--- config.mk ---
export PLATFORM = sky130hd
export DESIGN_NAME = dcs_channel
export DESIGN_NICKNAME = d
export VERILOG_FILES = /design/src/rtl/dcs_pkg.sv /design/src/rtl/dcs_channel.sv /design/src/rtl/dcs_steer.sv /design/src/rtl/dcs_buf2.sv
export SDC_FILE = /design/constraint.sdc
export NUM_CORES = 1
export LEC_CHECK = 0
export BUFFER_PORTS_ARGS = -buffer_cell sky130_fd_sc_hd__buf_2
export CAP_MARGIN = 15
export CELL_PAD_IN_SITES_DETAIL_PLACEMENT = 0
export CELL_PAD_IN_SITES_GLOBAL_PLACEMENT = 1
export CORE_MARGIN = 2
export CORE_UTILIZATION = 45
export CTS_BUF_LIST = sky130_fd_sc_hd__clkbuf_8
export CTS_CLUSTER_SIZE = 25
export DETAILED_ROUTE_END_ITERATION = 7
export PLACE_DENSITY = 0.95
export SLEW_MARGIN = 20
export SYNTH_ARGS = -nofsm -noshare
export SYNTH_HDL_FRONTEND = slang
export SYNTH_SLANG_ARGS = --single-unit
--- constraint.sdc ---
create_clock -name clk_in -period 11.57 [get_ports clk_in]
set_clock_uncertainty 0.2 [all_clocks]
set_input_delay 2.8925 -clock clk_in [delete_from_list [all_inputs] [get_ports clk_in]]
set_output_delay 2.8925 -clock clk_in [all_outputs]
set_load 0.005 [all_outputs]
--- src/rtl/dcs_pkg.sv ---
// shared constants and types for the dma channel address and steering block
package dcs_pkg;
  // transfer types
  typedef enum logic [1:0] {DCS_M2M, DCS_M2D, DCS_D2M} dcs_xfer_t;
  // transfer width field encodings
  localparam logic [1:0] WIDTH_WORD = 2'h0;
  localparam logic [1:0] WIDTH_HALF = 2'h1;
  localparam logic [1:0] WIDTH_BYTE = 2'h2;
  // pointer step sizes per width
  localparam logic [31:0] STEP_WORD = 32'h4;
  localparam logic [31:0] STEP_HALF = 32'h2;
  localparam logic [31:0] STEP_BYTE = 32'h1;
  // step mode encodings
  localparam logic [1:0] MODE_HOLD = 2'h0;
  localparam logic [1:0] MODE_INC  = 2'h1;
  localparam logic [1:0] MODE_DEC  = 2'h2;
  // steering register field layout and reset value
  localparam int          SEL_LO       = 1;
  localparam int          SEL_HI       = 2;
  localparam int          EN_POS       = 0;
  localparam logic [3:0]  STEER_RESET  = 4'h0;
  localparam int          NUM_CHANNELS = 4;
  // memory bus width selector (codes 0, 1, 2 for 1, 2 or 4 bytes per beat)
  localparam logic [1:0] MEM_BYTE = 2'h0;
  localparam logic [1:0] MEM_HALF = 2'h1;
  localparam logic [1:0] MEM_WORD = 2'h2;
endpackage

--- src/rtl/dcs_channel.sv ---
// dma channel: transfer type, address stepping, device steering, data buffering
//
// Behaviour
// three transfer types, device side uses steering
// mem-to-mem by soft flag or request, no ack
// mem-to-mem handled by this one channel
// serial tx and rx each pick own channel
// width selects step of four, two, one
// software aligns addresses to transfer width
// memory interface splits wide access into beats
// source used from memory, destination to memory
// init copies programmed addresses into current pointers
// pointers independently increment, decrement or hold
// steering register at individually decoded address
// disabled steering register ignores requests
// enabled steering forwards request, returns ack
// channel acknowledges device request on steering output
// software enables one steering register per channel
// device encodes request and status pairs
// mem-to-mem ignores termination status
// ack and control encode four outcomes
// device moves data while ack high
// termination control idle in mem-to-mem
// no hardware address protection exists
// ack lasts one cycle, no waits
// software request flag self-clears when taken
// two-bit select picks channel zero to three
// steering enable clear after reset
// steering sampled and driven on bus clock
`timescale 1ns/1ps
module dcs_channel
#(
  parameter logic [1:0] CHAN_ID = 2'h0    // this channel's number
)
(
  // clock and reset
  input  wire logic        clk_in,
  input  wire logic        rst_in,
  // channel configuration
  input  wire logic [1:0]  xfer_type_in,          // dcs_xfer_t code
  input  wire logic [1:0]  transfer_width_field_in,
  input  wire logic [1:0]  source_step_mode_in,
  input  wire logic [1:0]  dest_step_mode_in,
  input  wire logic [31:0] src_addr_in,
  input  wire logic [31:0] dst_addr_in,
  input  wire logic        init_in,               // channel initialisation pulse
  input  wire logic        software_request_flag_in,
  input  wire logic [1:0]  mem_width_in,          // external memory width
  // serial port steering
  input  wire logic        uart_tx_en_in,
  input  wire logic [1:0]  uart_tx_sel_in,
  input  wire logic        uart_tx_req_in,
  input  wire logic        uart_rx_en_in,
  input  wire logic [1:0]  uart_rx_sel_in,
  input  wire logic        uart_rx_req_in,
  // steering register write
  input  wire logic        steer_wr_in,           // decoded address hit
  input  wire logic [3:0]  steer_wdata_in,
  // user logic device
  input  wire logic        device_transfer_request_in,
  input  wire logic        terminate_status_in,
  input  wire logic [31:0] dev_data_in,
  // memory data
  input  wire logic [31:0] mem_rdata_in,
  input  wire logic        mem_ready_in,          // memory can take a beat
  // outputs
  output logic             device_transfer_ack_out,
  output logic             terminate_control_out,
  output logic [3:0]       steer_cfg_out,
  output logic             soft_taken_out,
  output logic [31:0]      cur_src_out,
  output logic [31:0]      cur_dst_out,
  output logic [31:0]      mem_addr_out,
  output logic             mem_wr_out,
  output logic             mem_rd_out,
  output logic [31:0]      mem_wdata_out,
  output logic [31:0]      dev_wdata_out,
  output logic             done_last_out,
  output logic             retransmit_out
);
  typedef enum logic [1:0] {ST_IDLE, ST_XFER, ST_SPLIT} dcs_state_t;

  dcs_state_t  state_ff;
  dcs_state_t  nxt_state;
  logic [31:0] src_ff;
  logic [31:0] nxt_src;
  logic [31:0] dst_ff;
  logic [31:0] nxt_dst;
  logic [31:0] step;
  logic        taken_ff;
  logic        nxt_taken;
  logic        last_ff;
  logic        nxt_last;
  logic        rtx_ff;
  logic        nxt_rtx;
  logic [1:0]  beat_ff;
  logic [1:0]  nxt_beat;
  logic [1:0]  beats;
  logic [31:0] addr_ff;
  logic [31:0] nxt_addr;
  logic        wr_ff;
  logic        nxt_wr;
  logic        rd_ff;
  logic        nxt_rd;
  logic [31:0] dwd_ff;
  logic [31:0] nxt_dwd;
  logic [31:0] mwd_ff;       // write data held with its write strobe
  logic [31:0] nxt_mwd;
  logic        b_pop;        // buffer head consumed on the last beat
  // steering link
  logic        st_req;
  logic        st_stat;
  logic [3:0]  st_cfg;
  logic        st_mine;
  logic        ack_pulse;
  logic        ctl_pulse;
  // request decode
  logic        uart_req;
  logic        req_any;
  logic        is_m2m;
  // buffer
  logic        b_valid;
  logic        b_ready;
  logic [31:0] b_data;
  logic        b_in_valid;
  logic [31:0] b_in_data;

  // steering register; its selected channel gates the returned pulses
  dcs_steer u_steer
  (
    .clk_in                     (clk_in),
    .rst_in                     (rst_in),
    .wr_in                      (steer_wr_in),
    .wdata_in                   (steer_wdata_in),
    .device_transfer_request_in (device_transfer_request_in),
    .terminate_status_in        (terminate_status_in),
    .chan_ack_in                (ack_pulse),
    .chan_ctl_in                (ctl_pulse),
    .cfg_out                    (st_cfg),
    .req_out                    (st_req),
    .stat_out                   (st_stat),
    .device_transfer_ack_out    (device_transfer_ack_out),
    .terminate_control_out      (terminate_control_out)
  );

  // buffer between memory read or device data and the memory write side
  dcs_buf2 u_buf
  (
    .clk_in      (clk_in),
    .rst_in      (rst_in),
    .s_valid_in  (b_in_valid),
    .s_data_in   (b_in_data),
    .s_ready_out (b_ready),
    .m_valid_out (b_valid),
    .m_data_out  (b_data),
    .m_ready_in  (b_pop)
  );

  // request decode: serial ports and the steering register
  always_comb
  begin
    st_mine  = (st_cfg[dcs_pkg::SEL_HI:dcs_pkg::SEL_LO] == CHAN_ID);
    uart_req = (uart_tx_en_in && uart_tx_sel_in == CHAN_ID && uart_tx_req_in)
             | (uart_rx_en_in && uart_rx_sel_in == CHAN_ID && uart_rx_req_in);
    is_m2m   = (xfer_type_in == dcs_pkg::DCS_M2M);
    req_any  = (st_mine && st_req) || uart_req
             || (st_mine && st_stat && !is_m2m)
             || (is_m2m && software_request_flag_in);
  end

  // step size from the transfer width field
  always_comb
  begin
    unique case (transfer_width_field_in)
      dcs_pkg::WIDTH_WORD: step = dcs_pkg::STEP_WORD;
      dcs_pkg::WIDTH_HALF: step = dcs_pkg::STEP_HALF;
      default:             step = dcs_pkg::STEP_BYTE;
    endcase
    // narrower memory needs more beats per word; a reserved code is handled like half-width memory
    if (mem_width_in == dcs_pkg::MEM_BYTE && transfer_width_field_in == dcs_pkg::WIDTH_WORD)
      beats = 2'h3;
    else if (mem_width_in != dcs_pkg::MEM_WORD && transfer_width_field_in != dcs_pkg::WIDTH_BYTE)
      beats = 2'h1;
    else
      beats = 2'h0;
  end

  // transfer sequencer, pointers and handshake
  always_comb
  begin
    nxt_state = state_ff;
    nxt_src   = src_ff;
    nxt_dst   = dst_ff;
    nxt_taken = 1'b0;
    nxt_last  = 1'b0;
    nxt_rtx   = 1'b0;
    nxt_beat  = beat_ff;
    nxt_addr  = addr_ff;
    nxt_wr    = 1'b0;
    nxt_rd    = 1'b0;
    nxt_dwd   = dwd_ff;
    ack_pulse = 1'b0;
    ctl_pulse = 1'b0;
    b_in_valid = 1'b0;
    b_in_data  = 32'h0;
    nxt_mwd    = mwd_ff;
    b_pop      = 1'b0;
    if (init_in)
    begin
      nxt_src   = src_addr_in;
      nxt_dst   = dst_addr_in;
      nxt_state = ST_IDLE;
    end
    else
    begin
      // device data is only valid while its ack stands
      if (device_transfer_ack_out && xfer_type_in == dcs_pkg::DCS_D2M)
      begin
        b_in_valid = 1'b1;
        b_in_data  = dev_data_in;
      end
      unique case (state_ff)
        ST_IDLE:
        begin
          if (req_any && b_ready)
          begin
            nxt_taken = is_m2m && software_request_flag_in;
            // device outcome codes are meaningless in mem-to-mem
            if (!is_m2m && st_stat && st_mine)
            begin
              ctl_pulse = 1'b1;
              nxt_last  = st_req;
              nxt_rtx   = !st_req;
            end
            if (!is_m2m && (st_req || !st_stat))
              ack_pulse = st_mine && st_req;
            // source only read from memory, destination only written to memory
            if (xfer_type_in != dcs_pkg::DCS_D2M)
            begin
              nxt_addr   = src_ff;
              nxt_rd     = 1'b1;
              b_in_valid = is_m2m;
              b_in_data  = mem_rdata_in;
            end
            else if (!ack_pulse)
            begin
              // serial or retransmit: no ack cycle, take the word now
              b_in_valid = 1'b1;
              b_in_data  = dev_data_in;
            end
            if (xfer_type_in == dcs_pkg::DCS_M2D)
              nxt_dwd = mem_rdata_in;
            nxt_beat  = beats;
            nxt_state = (xfer_type_in == dcs_pkg::DCS_M2D) ? ST_IDLE : ST_XFER;
            if (xfer_type_in == dcs_pkg::DCS_M2D)
            begin
              // pointer moves right after a memory-to-device transfer
              unique case (source_step_mode_in)
                dcs_pkg::MODE_INC: nxt_src = src_ff + step;
                dcs_pkg::MODE_DEC: nxt_src = src_ff - step;
                default:           nxt_src = src_ff;
              endcase
            end
          end
        end
        ST_XFER, ST_SPLIT:
        begin
          if (b_valid && mem_ready_in)
          begin
            nxt_addr = dst_ff + {30'h0, beats - beat_ff};
            nxt_wr   = 1'b1;
            nxt_mwd  = b_data;
            if (beat_ff == 2'h0)
            begin
              nxt_state = ST_IDLE;
              b_pop     = 1'b1;
              if (is_m2m)
                unique case (source_step_mode_in)
                  dcs_pkg::MODE_INC: nxt_src = src_ff + step;
                  dcs_pkg::MODE_DEC: nxt_src = src_ff - step;
                  default:           nxt_src = src_ff;
                endcase
              unique case (dest_step_mode_in)
                dcs_pkg::MODE_INC: nxt_dst = dst_ff + step;
                dcs_pkg::MODE_DEC: nxt_dst = dst_ff - step;
                default:           nxt_dst = dst_ff;
              endcase
            end
            else
            begin
              nxt_beat  = beat_ff - 2'h1;
              nxt_state = ST_SPLIT;
            end
          end
        end
        default: nxt_state = ST_IDLE;
      endcase
    end
  end

  always_ff @(posedge clk_in)
  begin
    if (rst_in)
    begin
      state_ff <= ST_IDLE;
      src_ff   <= 32'h0;
      dst_ff   <= 32'h0;
      taken_ff <= 1'b0;
      last_ff  <= 1'b0;
      rtx_ff   <= 1'b0;
      beat_ff  <= 2'h0;
      addr_ff  <= 32'h0;
      wr_ff    <= 1'b0;
      rd_ff    <= 1'b0;
      dwd_ff   <= 32'h0;
      mwd_ff   <= 32'h0;
    end
    else
    begin
      state_ff <= nxt_state;
      src_ff   <= nxt_src;
      dst_ff   <= nxt_dst;
      taken_ff <= nxt_taken;
      last_ff  <= nxt_last;
      rtx_ff   <= nxt_rtx;
      beat_ff  <= nxt_beat;
      addr_ff  <= nxt_addr;
      wr_ff    <= nxt_wr;
      rd_ff    <= nxt_rd;
      dwd_ff   <= nxt_dwd;
      mwd_ff   <= nxt_mwd;
    end
  end

  // all outputs straight from flip-flops
  assign steer_cfg_out  = st_cfg;
  assign soft_taken_out = taken_ff;
  assign cur_src_out    = src_ff;
  assign cur_dst_out    = dst_ff;
  assign mem_addr_out   = addr_ff;
  assign mem_wr_out     = wr_ff;
  assign mem_rd_out     = rd_ff;
  assign mem_wdata_out  = mwd_ff;
  assign dev_wdata_out  = dwd_ff;
  assign done_last_out  = last_ff;
  assign retransmit_out = rtx_ff;

  // assertions
  property p_ack_one;
    @(posedge clk_in) disable iff (rst_in) device_transfer_ack_out |=> !device_transfer_ack_out;
  endproperty
  a_ack_one: assert property (p_ack_one) else $error("ack longer than one cycle");
  property p_m2m_noack;
    @(posedge clk_in) disable iff (rst_in) is_m2m |-> !ack_pulse && !ctl_pulse;
  endproperty
  a_m2m_noack: assert property (p_m2m_noack) else $error("ack in mem-to-mem");
  property p_init;
    @(posedge clk_in) disable iff (rst_in) init_in |=> cur_src_out == $past(src_addr_in);
  endproperty
  a_init: assert property (p_init) else $error("init did not load source");
  property p_inc;
    @(posedge clk_in) disable iff (rst_in)
      (!init_in && state_ff == ST_IDLE && nxt_state == ST_IDLE && ack_pulse
       && xfer_type_in == dcs_pkg::DCS_M2D && source_step_mode_in == dcs_pkg::MODE_INC)
      |=> cur_src_out == $past(src_ff) + $past(step);
  endproperty
  a_inc: assert property (p_inc) else $error("source not stepped");
  property p_soft;
    @(posedge clk_in) disable iff (rst_in) soft_taken_out |-> $past(is_m2m);
  endproperty
  a_soft: assert property (p_soft) else $error("soft take outside mem-to-mem");
  property p_ack_src;
    @(posedge clk_in) disable iff (rst_in) device_transfer_ack_out |-> $past(st_mine);
  endproperty
  a_ack_src: assert property (p_ack_src) else $error("ack to unselected channel");
  c_ack:   cover property (@(posedge clk_in) device_transfer_ack_out);
  c_split: cover property (@(posedge clk_in) state_ff == ST_SPLIT);
  c_rtx:   cover property (@(posedge clk_in) retransmit_out);
endmodule

--- src/rtl/dcs_steer.sv ---
// one steering register between a user logic device and a dma channel
`timescale 1ns/1ps
module dcs_steer
(
  // clock and reset
  input  wire logic       clk_in,
  input  wire logic       rst_in,
  // register write port
  input  wire logic       wr_in,
  input  wire logic [3:0] wdata_in,
  // device side
  input  wire logic       device_transfer_request_in,
  input  wire logic       terminate_status_in,
  // channel side
  input  wire logic       chan_ack_in,
  input  wire logic       chan_ctl_in,
  // outputs
  output logic [3:0]      cfg_out,
  output logic            req_out,
  output logic            stat_out,
  output logic            device_transfer_ack_out,
  output logic            terminate_control_out
);
  logic [3:0] cfg_ff;
  logic [3:0] nxt_cfg;
  logic       req_ff;
  logic       nxt_req;
  logic       stat_ff;
  logic       nxt_stat;
  logic       ack_ff;
  logic       nxt_ack;
  logic       ctl_ff;
  logic       nxt_ctl;
  logic       en;

  assign en = cfg_ff[dcs_pkg::EN_POS];

  // sample request/status, return ack/control, all on the bus clock
  always_comb
  begin
    nxt_cfg  = wr_in ? wdata_in : cfg_ff;
    nxt_req  = en & device_transfer_request_in;
    nxt_stat = en & terminate_status_in;
    nxt_ack  = en & chan_ack_in;
    nxt_ctl  = en & chan_ctl_in;
  end

  always_ff @(posedge clk_in)
  begin
    if (rst_in)
    begin
      cfg_ff  <= dcs_pkg::STEER_RESET;
      req_ff  <= 1'b0;
      stat_ff <= 1'b0;
      ack_ff  <= 1'b0;
      ctl_ff  <= 1'b0;
    end
    else
    begin
      cfg_ff  <= nxt_cfg;
      req_ff  <= nxt_req;
      stat_ff <= nxt_stat;
      ack_ff  <= nxt_ack;
      ctl_ff  <= nxt_ctl;
    end
  end

  assign cfg_out                 = cfg_ff;
  assign req_out                 = req_ff;
  assign stat_out                = stat_ff;
  assign device_transfer_ack_out = ack_ff;
  assign terminate_control_out   = ctl_ff;

  // assertions
  property p_dis_ignore;
    @(posedge clk_in) disable iff (rst_in) !en |=> !req_ff;
  endproperty
  a_dis_ignore: assert property (p_dis_ignore) else $error("request forwarded while disabled");
  property p_fwd;
    @(posedge clk_in) disable iff (rst_in) (en && device_transfer_request_in) |=> req_ff;
  endproperty
  a_fwd: assert property (p_fwd) else $error("request not forwarded");
endmodule

--- src/rtl/dcs_buf2.sv ---
// two-entry valid/ready buffer in the data path
`timescale 1ns/1ps
module dcs_buf2
(
  // clock and reset
  input  wire logic        clk_in,
  input  wire logic        rst_in,
  // fill side
  input  wire logic        s_valid_in,
  input  wire logic [31:0] s_data_in,
  output logic             s_ready_out,
  // drain side
  output logic             m_valid_out,
  output logic [31:0]      m_data_out,
  input  wire logic        m_ready_in
);
  logic [31:0] mem_ff [2];
  logic [31:0] nxt_mem [2];
  logic        rp_ff;
  logic        nxt_rp;
  logic        wp_ff;
  logic        nxt_wp;
  logic [1:0]  cnt_ff;
  logic [1:0]  nxt_cnt;
  logic        push;
  logic        pop;

  // pointer and count update; full and empty come from the count
  always_comb
  begin
    push    = s_valid_in && (cnt_ff != 2'h2);
    pop     = m_ready_in && (cnt_ff != 2'h0);
    nxt_mem = mem_ff;
    if (push)
      nxt_mem[wp_ff] = s_data_in;
    nxt_wp  = push ? ~wp_ff : wp_ff;
    nxt_rp  = pop ? ~rp_ff : rp_ff;
    nxt_cnt = cnt_ff + {1'b0, push} - {1'b0, pop};
  end

  always_ff @(posedge clk_in)
  begin
    if (rst_in)
    begin
      rp_ff  <= 1'b0;
      wp_ff  <= 1'b0;
      cnt_ff <= 2'h0;
    end
    else
    begin
      rp_ff  <= nxt_rp;
      wp_ff  <= nxt_wp;
      cnt_ff <= nxt_cnt;
    end
    mem_ff <= nxt_mem;
  end

  assign s_ready_out = (cnt_ff != 2'h2);
  assign m_valid_out = (cnt_ff != 2'h0);
  assign m_data_out  = mem_ff[rp_ff];
endmodule

# == Yosys cells after proc, flatten, opt, wreduce, memory -nomap -nowiden ==
# Index checks and enable logic that the tools add are counted.
# word_totals
input_bits,158
out_inout_bits,171
ff_bits,245
wordCells,187
# op_classes
muxes,64
addsub,9
n_lt_le_gt_ge,3
bitwise,14
reduce_logical,53
eq_ne,22
# ops
cell,n
$mux 32,23
$pmux 32 s2,4
$add 32x32->32,2
$bwmux 64,1
$sub 32x32->32,2
$add 32x2->32,1
$demux 32 s1,1
$mux 1,25
$logic_and 1x1->1,19
$logic_not 2->1,8
$ne 2x2->1 const B,8
$ne 3x3->1 const B,5
$mux 2,7
$eq 2x1->1 const B,5
$reduce_and 5->1,2
$reduce_bool 2->1,5
$eq 2x2->1 const B,4
$pmux 2 s2,2
$reduce_and 4->1,2
$not 1->1,7
$pmux 3 s2,1
$reduce_and 6->1,1
$reduce_bool 3->1,2
$reduce_or 5->1,1
other kinds (16),27

# == Longest topological paths before layout ==
# depth
ltp_word,19
ltp_mapped,15
ltp_nobuf,14

# == By module ==
# Synthesis repeated with hierarchy kept, for this count alone.
# hier_totals
hier_cells,1668
hier_area_um2,14227.4
# modules_own_cells
mod,cells_per_inst,instances,area_per_inst_um2,seq_area_each_um2
dcs_channel,1519,1,11431.0,3383.2
dcs_buf2,127,1,2536.2,2001.9
dcs_steer,22,1,260.2,160.2

# == Worst setup path after synthesis ==
# No wires, ideal clock.
# synth_timing
path_kind,in2reg
from,input port dest_step_mode_in[1]
to,"register dst_ff[31], in the netlist cur_dst_out[31]"
t_arrival_ns,5.909
setup_slack_ns,5.328
stages,12
n_path_buf,1
t_required_ns,11.237
setup_ns,0.133
cell_sequence,nor2b_1 -> clkbuf_1 -> a21o_1 -> ha_1 -> nor2b_1 -> o31a_1 -> a2111oi_2 -> or3_1 -> o31ai_2 -> a31oi_1 -> mux2i_1 -> o211ai_1
# synth_between
elab_chain_cells,6
elab_cells_between_ends,9
classes_between,2 x eq/ne; 5 x mux; 2 x reduce/logical
# synth_rtl
item,line_no,text
from (decl),dcs_channel.sv:43,"input wire logic [1:0] dest_step_mode_in,"
$eq 2x2->1 / $eq 2x1->1 (equally long branches),dcs_channel.sv:283,unique case (dest_step_mode_in)
$pmux 32 s2,dcs_channel.sv:283,
$mux 32,dcs_channel.sv:273,if (beat_ff == 2'h0)
$mux 32,dcs_channel.sv:268,if (b_valid && mem_ready_in)
$mux 32,dcs_channel.sv:222,unique case (state_ff)
$mux 32,dcs_channel.sv:208,if (init_in)
to (signal assigned),dcs_channel.sv:322,dst_ff <= nxt_dst;
to (decl),dcs_channel.sv:87,logic [31:0] dst_ff;
# Parallel ways exist; a longest one is shown, timed or not. The select of a mux whose other input is x is not followed.
# A chain may end at the register's enable or synchronous reset.

# == Worst setup path after layout ==
# layout_timing
from,input port source_step_mode_in[0]
to,"register src_ff[30], in the netlist cur_src_out[30]"
# layout_between
elab_chain_cells,7
elab_cells_between_ends,10
classes_between,2 x eq/ne; 8 x mux
# layout_rtl
item,line_no,text
from (decl),dcs_channel.sv:42,"input wire logic [1:0] source_step_mode_in,"
$eq 2x2->1 / $eq 2x1->1 (equally long branches),"dcs_channel.sv:258, dcs_channel.sv:278",
$pmux 32 s2 (*),"dcs_channel.sv:258, dcs_channel.sv:278",
$mux 32,dcs_channel.sv:277,if (is_m2m)
$mux 32,dcs_channel.sv:273,
$mux 32,dcs_channel.sv:268,
$pmux 32 s2 (*),dcs_channel.sv:222,
$mux 32 (*),dcs_channel.sv:208,
to (signal assigned),dcs_channel.sv:321,src_ff <= nxt_src;
to (decl),dcs_channel.sv:85,logic [31:0] src_ff;
# Every way passes the cells marked *; elsewhere a longest branch is shown, timed or not. The select of a mux whose other input is x is not followed.

==> impl_summary.log <==
INFO  metric status = complete, no violations
INFO  metric worstSetupStartpoint = source_step_mode_in[0]
INFO  metric timing.max_slew.rel_slack = 0.290
INFO  metric critPathCaptureType = flop
INFO  metric hold_buffers = 0
INFO  metric drt_first_iter_violations = 1057
INFO  metric data_arrival_at_the_endpoint_of_the_critical_path = 6.52 ns
INFO  metric clock_power_share = 0.386
INFO  metric cts-buffers-inserted = 43
INFO  metric worst_ir_drop_vdd = 0.0795 mV
INFO  metric final_max_slew_viol_count = 0
INFO  metric placeableCoreArea = 31500 sq um
INFO  metric p_leak = 7.21 nW
INFO  metric synth-main-ff-cell = sky130_fd_sc_hd__dfxtp_1
INFO  metric syn-instance-count = 1691
INFO  metric htree_levels = 2
INFO  metric critPathKind = primary input to flop
INFO  metric maxCapViolCount = 0
INFO  metric track_usage = 0.259
INFO  metric asyncSetResetFlopFracSynth = 0
INFO  metric design.portCount = 329
INFO  metric route.detailed.wl_per_inst = 18.7 um
INFO  metric setup.worst_path.start_class = primary input
INFO  metric combPwrFrac = 0.159
INFO  metric syn-mean-instance-area = 8.48 sq um
INFO  metric power.net_switching = 0.000600 W
INFO  metric cp_max_fo = 29
INFO  metric grt_util_met1 = 0.345
INFO  metric row_count = 65
INFO  metric power.switching_fraction = 0.291
INFO  metric mappedNetlistArea = 14300 sq um
INFO  metric post_route_cells_drive_above_1_share = 0.224
INFO  metric clockRootBuffer = sky130_fd_sc_hd__clkbuf_8
INFO  metric finish.cell_count_without_fillers = 2400
INFO  metric internal_power = 0.00146 W
INFO  metric synth_sequential_area_ratio = 0.387
INFO  metric clock_insertion_delay_worst_skew = 0.57 ns
INFO  metric layout.nets = 2196
INFO  metric area_of_the_die = 33300 sq um
INFO  metric setup_slack_of_the_most_critical_reg_to_reg_path = 7.60 ns
INFO  metric placed_cells = 2322
INFO  metric sequentialPowerShare = 0.455
INFO  metric post_cts_buffers = 0
INFO  metric final_core_utilization = 0.541
INFO  metric area_overhead_of_the_layout_relative_to_synthesis = 18.8%
INFO  metric first_global_vias = 13100
INFO  metric timing.critical_path.required = 11.82 ns
INFO  metric post-route-drc-count = 0
INFO  metric crit-reg2reg-launch = state_ff[0]
INFO  metric report.final.hold_viol_count = 0
INFO  metric yosys_warnings = 0
INFO  metric cts-resized-gates = 0
INFO  metric hpwlAfterDp = 32500 um
INFO  metric final.min_clock_period = 6.27 ns
INFO  metric setup_viol = 0
INFO  metric max_slew.worst_pin.slew = 1.07 ns
INFO  metric vias = 13900
INFO  metric cts_tree = built
INFO  metric detailedRoute.firstPassIterationCount = 5
INFO  metric detailed_route_wire_length = 44900 um
INFO  metric hold_start = dev_wdata_out[5]
INFO  metric post_synth_edffs = 64
INFO  metric global_route_wire_length_before_repair = 69600 um
INFO  metric synth_fp_nets = 1922
INFO  metric ys_types = 88
INFO  metric routabilityCongestion = 0.956
INFO  metric grt_met2_usage = 0.421
INFO  metric busiest_layer = met2
INFO  metric number_of_antenna_violations_at_the_first_check_in_global_routing = 2
INFO  metric route.detailed.vias_per_inst = 5.78
INFO  metric ff2ff_path_depth = 14
INFO  metric max_freq = 159 MHz
INFO  metric cts_max_path_buffers = 3
INFO  metric ys_seq_elements = 245
INFO  metric holdCritPathClass = flop to flop
INFO  metric floorplan.initialDensity = 0.456
INFO  metric cells_on_worst_hold_path = 2
INFO  metric place.port_buffers = 328
INFO  metric setup.worst_path.end = cur_src_out[30]
INFO  metric nFillCells = 2992
INFO  metric cts.sinks = 245
INFO  metric clkSlewWorstSetupHoldPaths = 0.06 ns
INFO  metric gr-usage-met3 = 0.0407
INFO  metric power-per-cell-area = 121 nW/um^2
INFO  metric global_route.overflow_total = 0
INFO  metric drt.antenna.violating_nets = 0
INFO  metric final_min_period_over_clock_period = 0.542
INFO  metric die_ht = 183 um
INFO  metric fin_setup_tns = 0 ns
INFO  metric grt_max_degree = 78
INFO  metric die_w = 183 um
INFO  metric worst_r2r_endpoint = u_buf.cnt_ff[1]
INFO  metric grt_setup_unrepaired = no
## sequential cells by signal (all words and copies together), names as in the netlist, 2 cells and up
register / count
u_buf.mem_ff: 64
dev_wdata_out: 32
cur_dst_out: 32
u_steer.cfg_out: 4
state_ff: 2
mem_addr_out: 32
beat_ff: 2
cur_src_out: 32
u_buf.cnt_ff: 2
mem_wdata_out: 32
## cells in the final DEF, fill, tap and decap left out, types with 17 or more instances in the layout
cell,count
sky130_fd_sc_hd__nand2_1,170
sky130_fd_sc_hd__a21oi_1,178
sky130_fd_sc_hd__xnor2_1,32
sky130_fd_sc_hd__inv_1,55
sky130_fd_sc_hd__a211oi_1,92
sky130_fd_sc_hd__ha_1,69
sky130_fd_sc_hd__o21a_1,17
sky130_fd_sc_hd__nand3_1,31
sky130_fd_sc_hd__nor2_1,238
sky130_fd_sc_hd__edfxtp_1,64
sky130_fd_sc_hd__nor3_1,31
sky130_fd_sc_hd__mux2i_1,43
sky130_fd_sc_hd__xor2_1,32
sky130_fd_sc_hd__o21ai_0,49
sky130_fd_sc_hd__buf_2,326
sky130_fd_sc_hd__and3_1,19
sky130_fd_sc_hd__clkbuf_8,51
sky130_fd_sc_hd__dfxtp_1,180
sky130_fd_sc_hd__a21o_1,32
sky130_fd_sc_hd__a22oi_1,29
## power by group through the flow
| stage | sequential (W) | combinational, W | clock [W] |
|---|---|---|---|
| 3_5_place_dp | 0.000955 | 0.000323 | 0 |
| 5_1_grt | 0.000940 | 0.000363 | 0.000849 |
| 4_1_cts | 0.000937 | 0.000325 | 0.000809 |
| 6_report | 0.000938 | 0.000328 | 0.000795 |
| 3_3_place_gp | 0.000954 | 0.000316 | 0 |
| 2_1_floorplan | 0.000944 | 0.000215 | 0 |
## stage by stage
stage | hold slack, ns | setup WS (ns) | power, W | area, sq um
final | 0.254 | 5.30 | 0.00206 | 17000
after global routing | 0.272 | 5.11 | 0.00215 | 17000
after CTS | 0.252 | 5.43 | 0.00207 | 17000
after detailed placement | 0.244 | 4.84 | 0.00128 | 16200
after global placement | 0.237 | 4.91 | 0.00127 | 16200
after floorplan | 0.215 | 5.33 | 0.00116 | 14300
## worst max-delay path, stage by stage
cell and delay (ns):
sky130_fd_sc_hd__buf_2 0.09, sky130_fd_sc_hd__nand2b_1 0.29, sky130_fd_sc_hd__inv_1 0.56, sky130_fd_sc_hd__a21o_1 0.39, sky130_fd_sc_hd__fa_1 0.45, sky130_fd_sc_hd__a211oi_1 0.29
sky130_fd_sc_hd__o211ai_1 0.19, sky130_fd_sc_hd__nand3_1 0.14, sky130_fd_sc_hd__a21oi_1 0.14, sky130_fd_sc_hd__o21ai_0 0.53, sky130_fd_sc_hd__a21oi_1 0.19, sky130_fd_sc_hd__o41ai_1 0.29
sky130_fd_sc_hd__a31oi_1 0.07
## routing by layer
layer  up-vias  routed length [um]
met1      6567               19700
li1       6734                   -
met4         0                1650
met5         -                   0
met2       485               20700
met3        93                2860
## synth_stat cells, types with 13 or more instances
| library cell | number | area [sq um] |
|---|---|---|
| sky130_fd_sc_hd__clkbuf_1 | 84 | 315 |
| sky130_fd_sc_hd__ha_1 | 70 | 876 |
| sky130_fd_sc_hd__o21a_1 | 17 | 128 |
| sky130_fd_sc_hd__nand2_1 | 171 | 642 |
| sky130_fd_sc_hd__mux2i_1 | 43 | 430 |
| sky130_fd_sc_hd__and3_1 | 19 | 119 |
| sky130_fd_sc_hd__a211oi_1 | 92 | 691 |
| sky130_fd_sc_hd__a21oi_1 | 178 | 891 |
| sky130_fd_sc_hd__a311oi_1 | 13 | 114 |
| sky130_fd_sc_hd__o21ai_0 | 49 | 245 |
| sky130_fd_sc_hd__and2_1 | 14 | 87.6 |
| sky130_fd_sc_hd__inv_1 | 38 | 143 |
| sky130_fd_sc_hd__nor3_1 | 31 | 155 |
| sky130_fd_sc_hd__xnor2_1 | 32 | 280 |
| sky130_fd_sc_hd__buf_2 | 16 | 80.1 |
| sky130_fd_sc_hd__nor2_1 | 240 | 901 |
| sky130_fd_sc_hd__dfxtp_1 | 181 | 3620 |
| sky130_fd_sc_hd__a21o_1 | 32 | 240 |
| sky130_fd_sc_hd__a22oi_1 | 29 | 218 |
| sky130_fd_sc_hd__edfxtp_1 | 64 | 1920 |
| sky130_fd_sc_hd__xor2_1 | 32 | 280 |
| sky130_fd_sc_hd__nand3_1 | 31 | 155 |
## cells by family after synthesis
family,Yosys count,synth area share
flip-flops,245,0.387
XOR/XNOR,64,0.0391
AO/OA/AOI/OAI,520,0.246
multiplexers,48,0.0339
AND/OR/NAND/NOR,590,0.188
buffers and inverters,151,0.0409
adder cells (fa/ha/maj),73,0.0653
## layout make-up
| type | count | area, sq um | area share |
|---|---|---|---|
| well taps | 402 | 503 | 0.0295 |
| flip-flops and latches | 245 | 5550 | 0.326 |
| clock buffers | 51 | 702 | 0.0412 |
| clock inverters | 25 | 151 | 0.00888 |
| diodes | 2 | 5.00 | 0.000294 |
| multi-input cells | 1295 | 8240 | 0.483 |
| repair buffers | 341 | 1750 | 0.103 |
| inverters | 39 | 146 | 0.00859 |
## how the worst min path moves through the flow
stage	endpoint	slack [ns]
3_3_place_gp	retransmit_out	0.24
3_5_place_dp	dev_wdata_out[5]	0.24
4_1_cts	dev_wdata_out[5]	0.25
2_1_floorplan	retransmit_out	0.21
5_1_grt	dev_wdata_out[15]	0.27
6_report	dev_wdata_out[5]	0.25
Note: power is estimated with default switching activity, not from simulation.
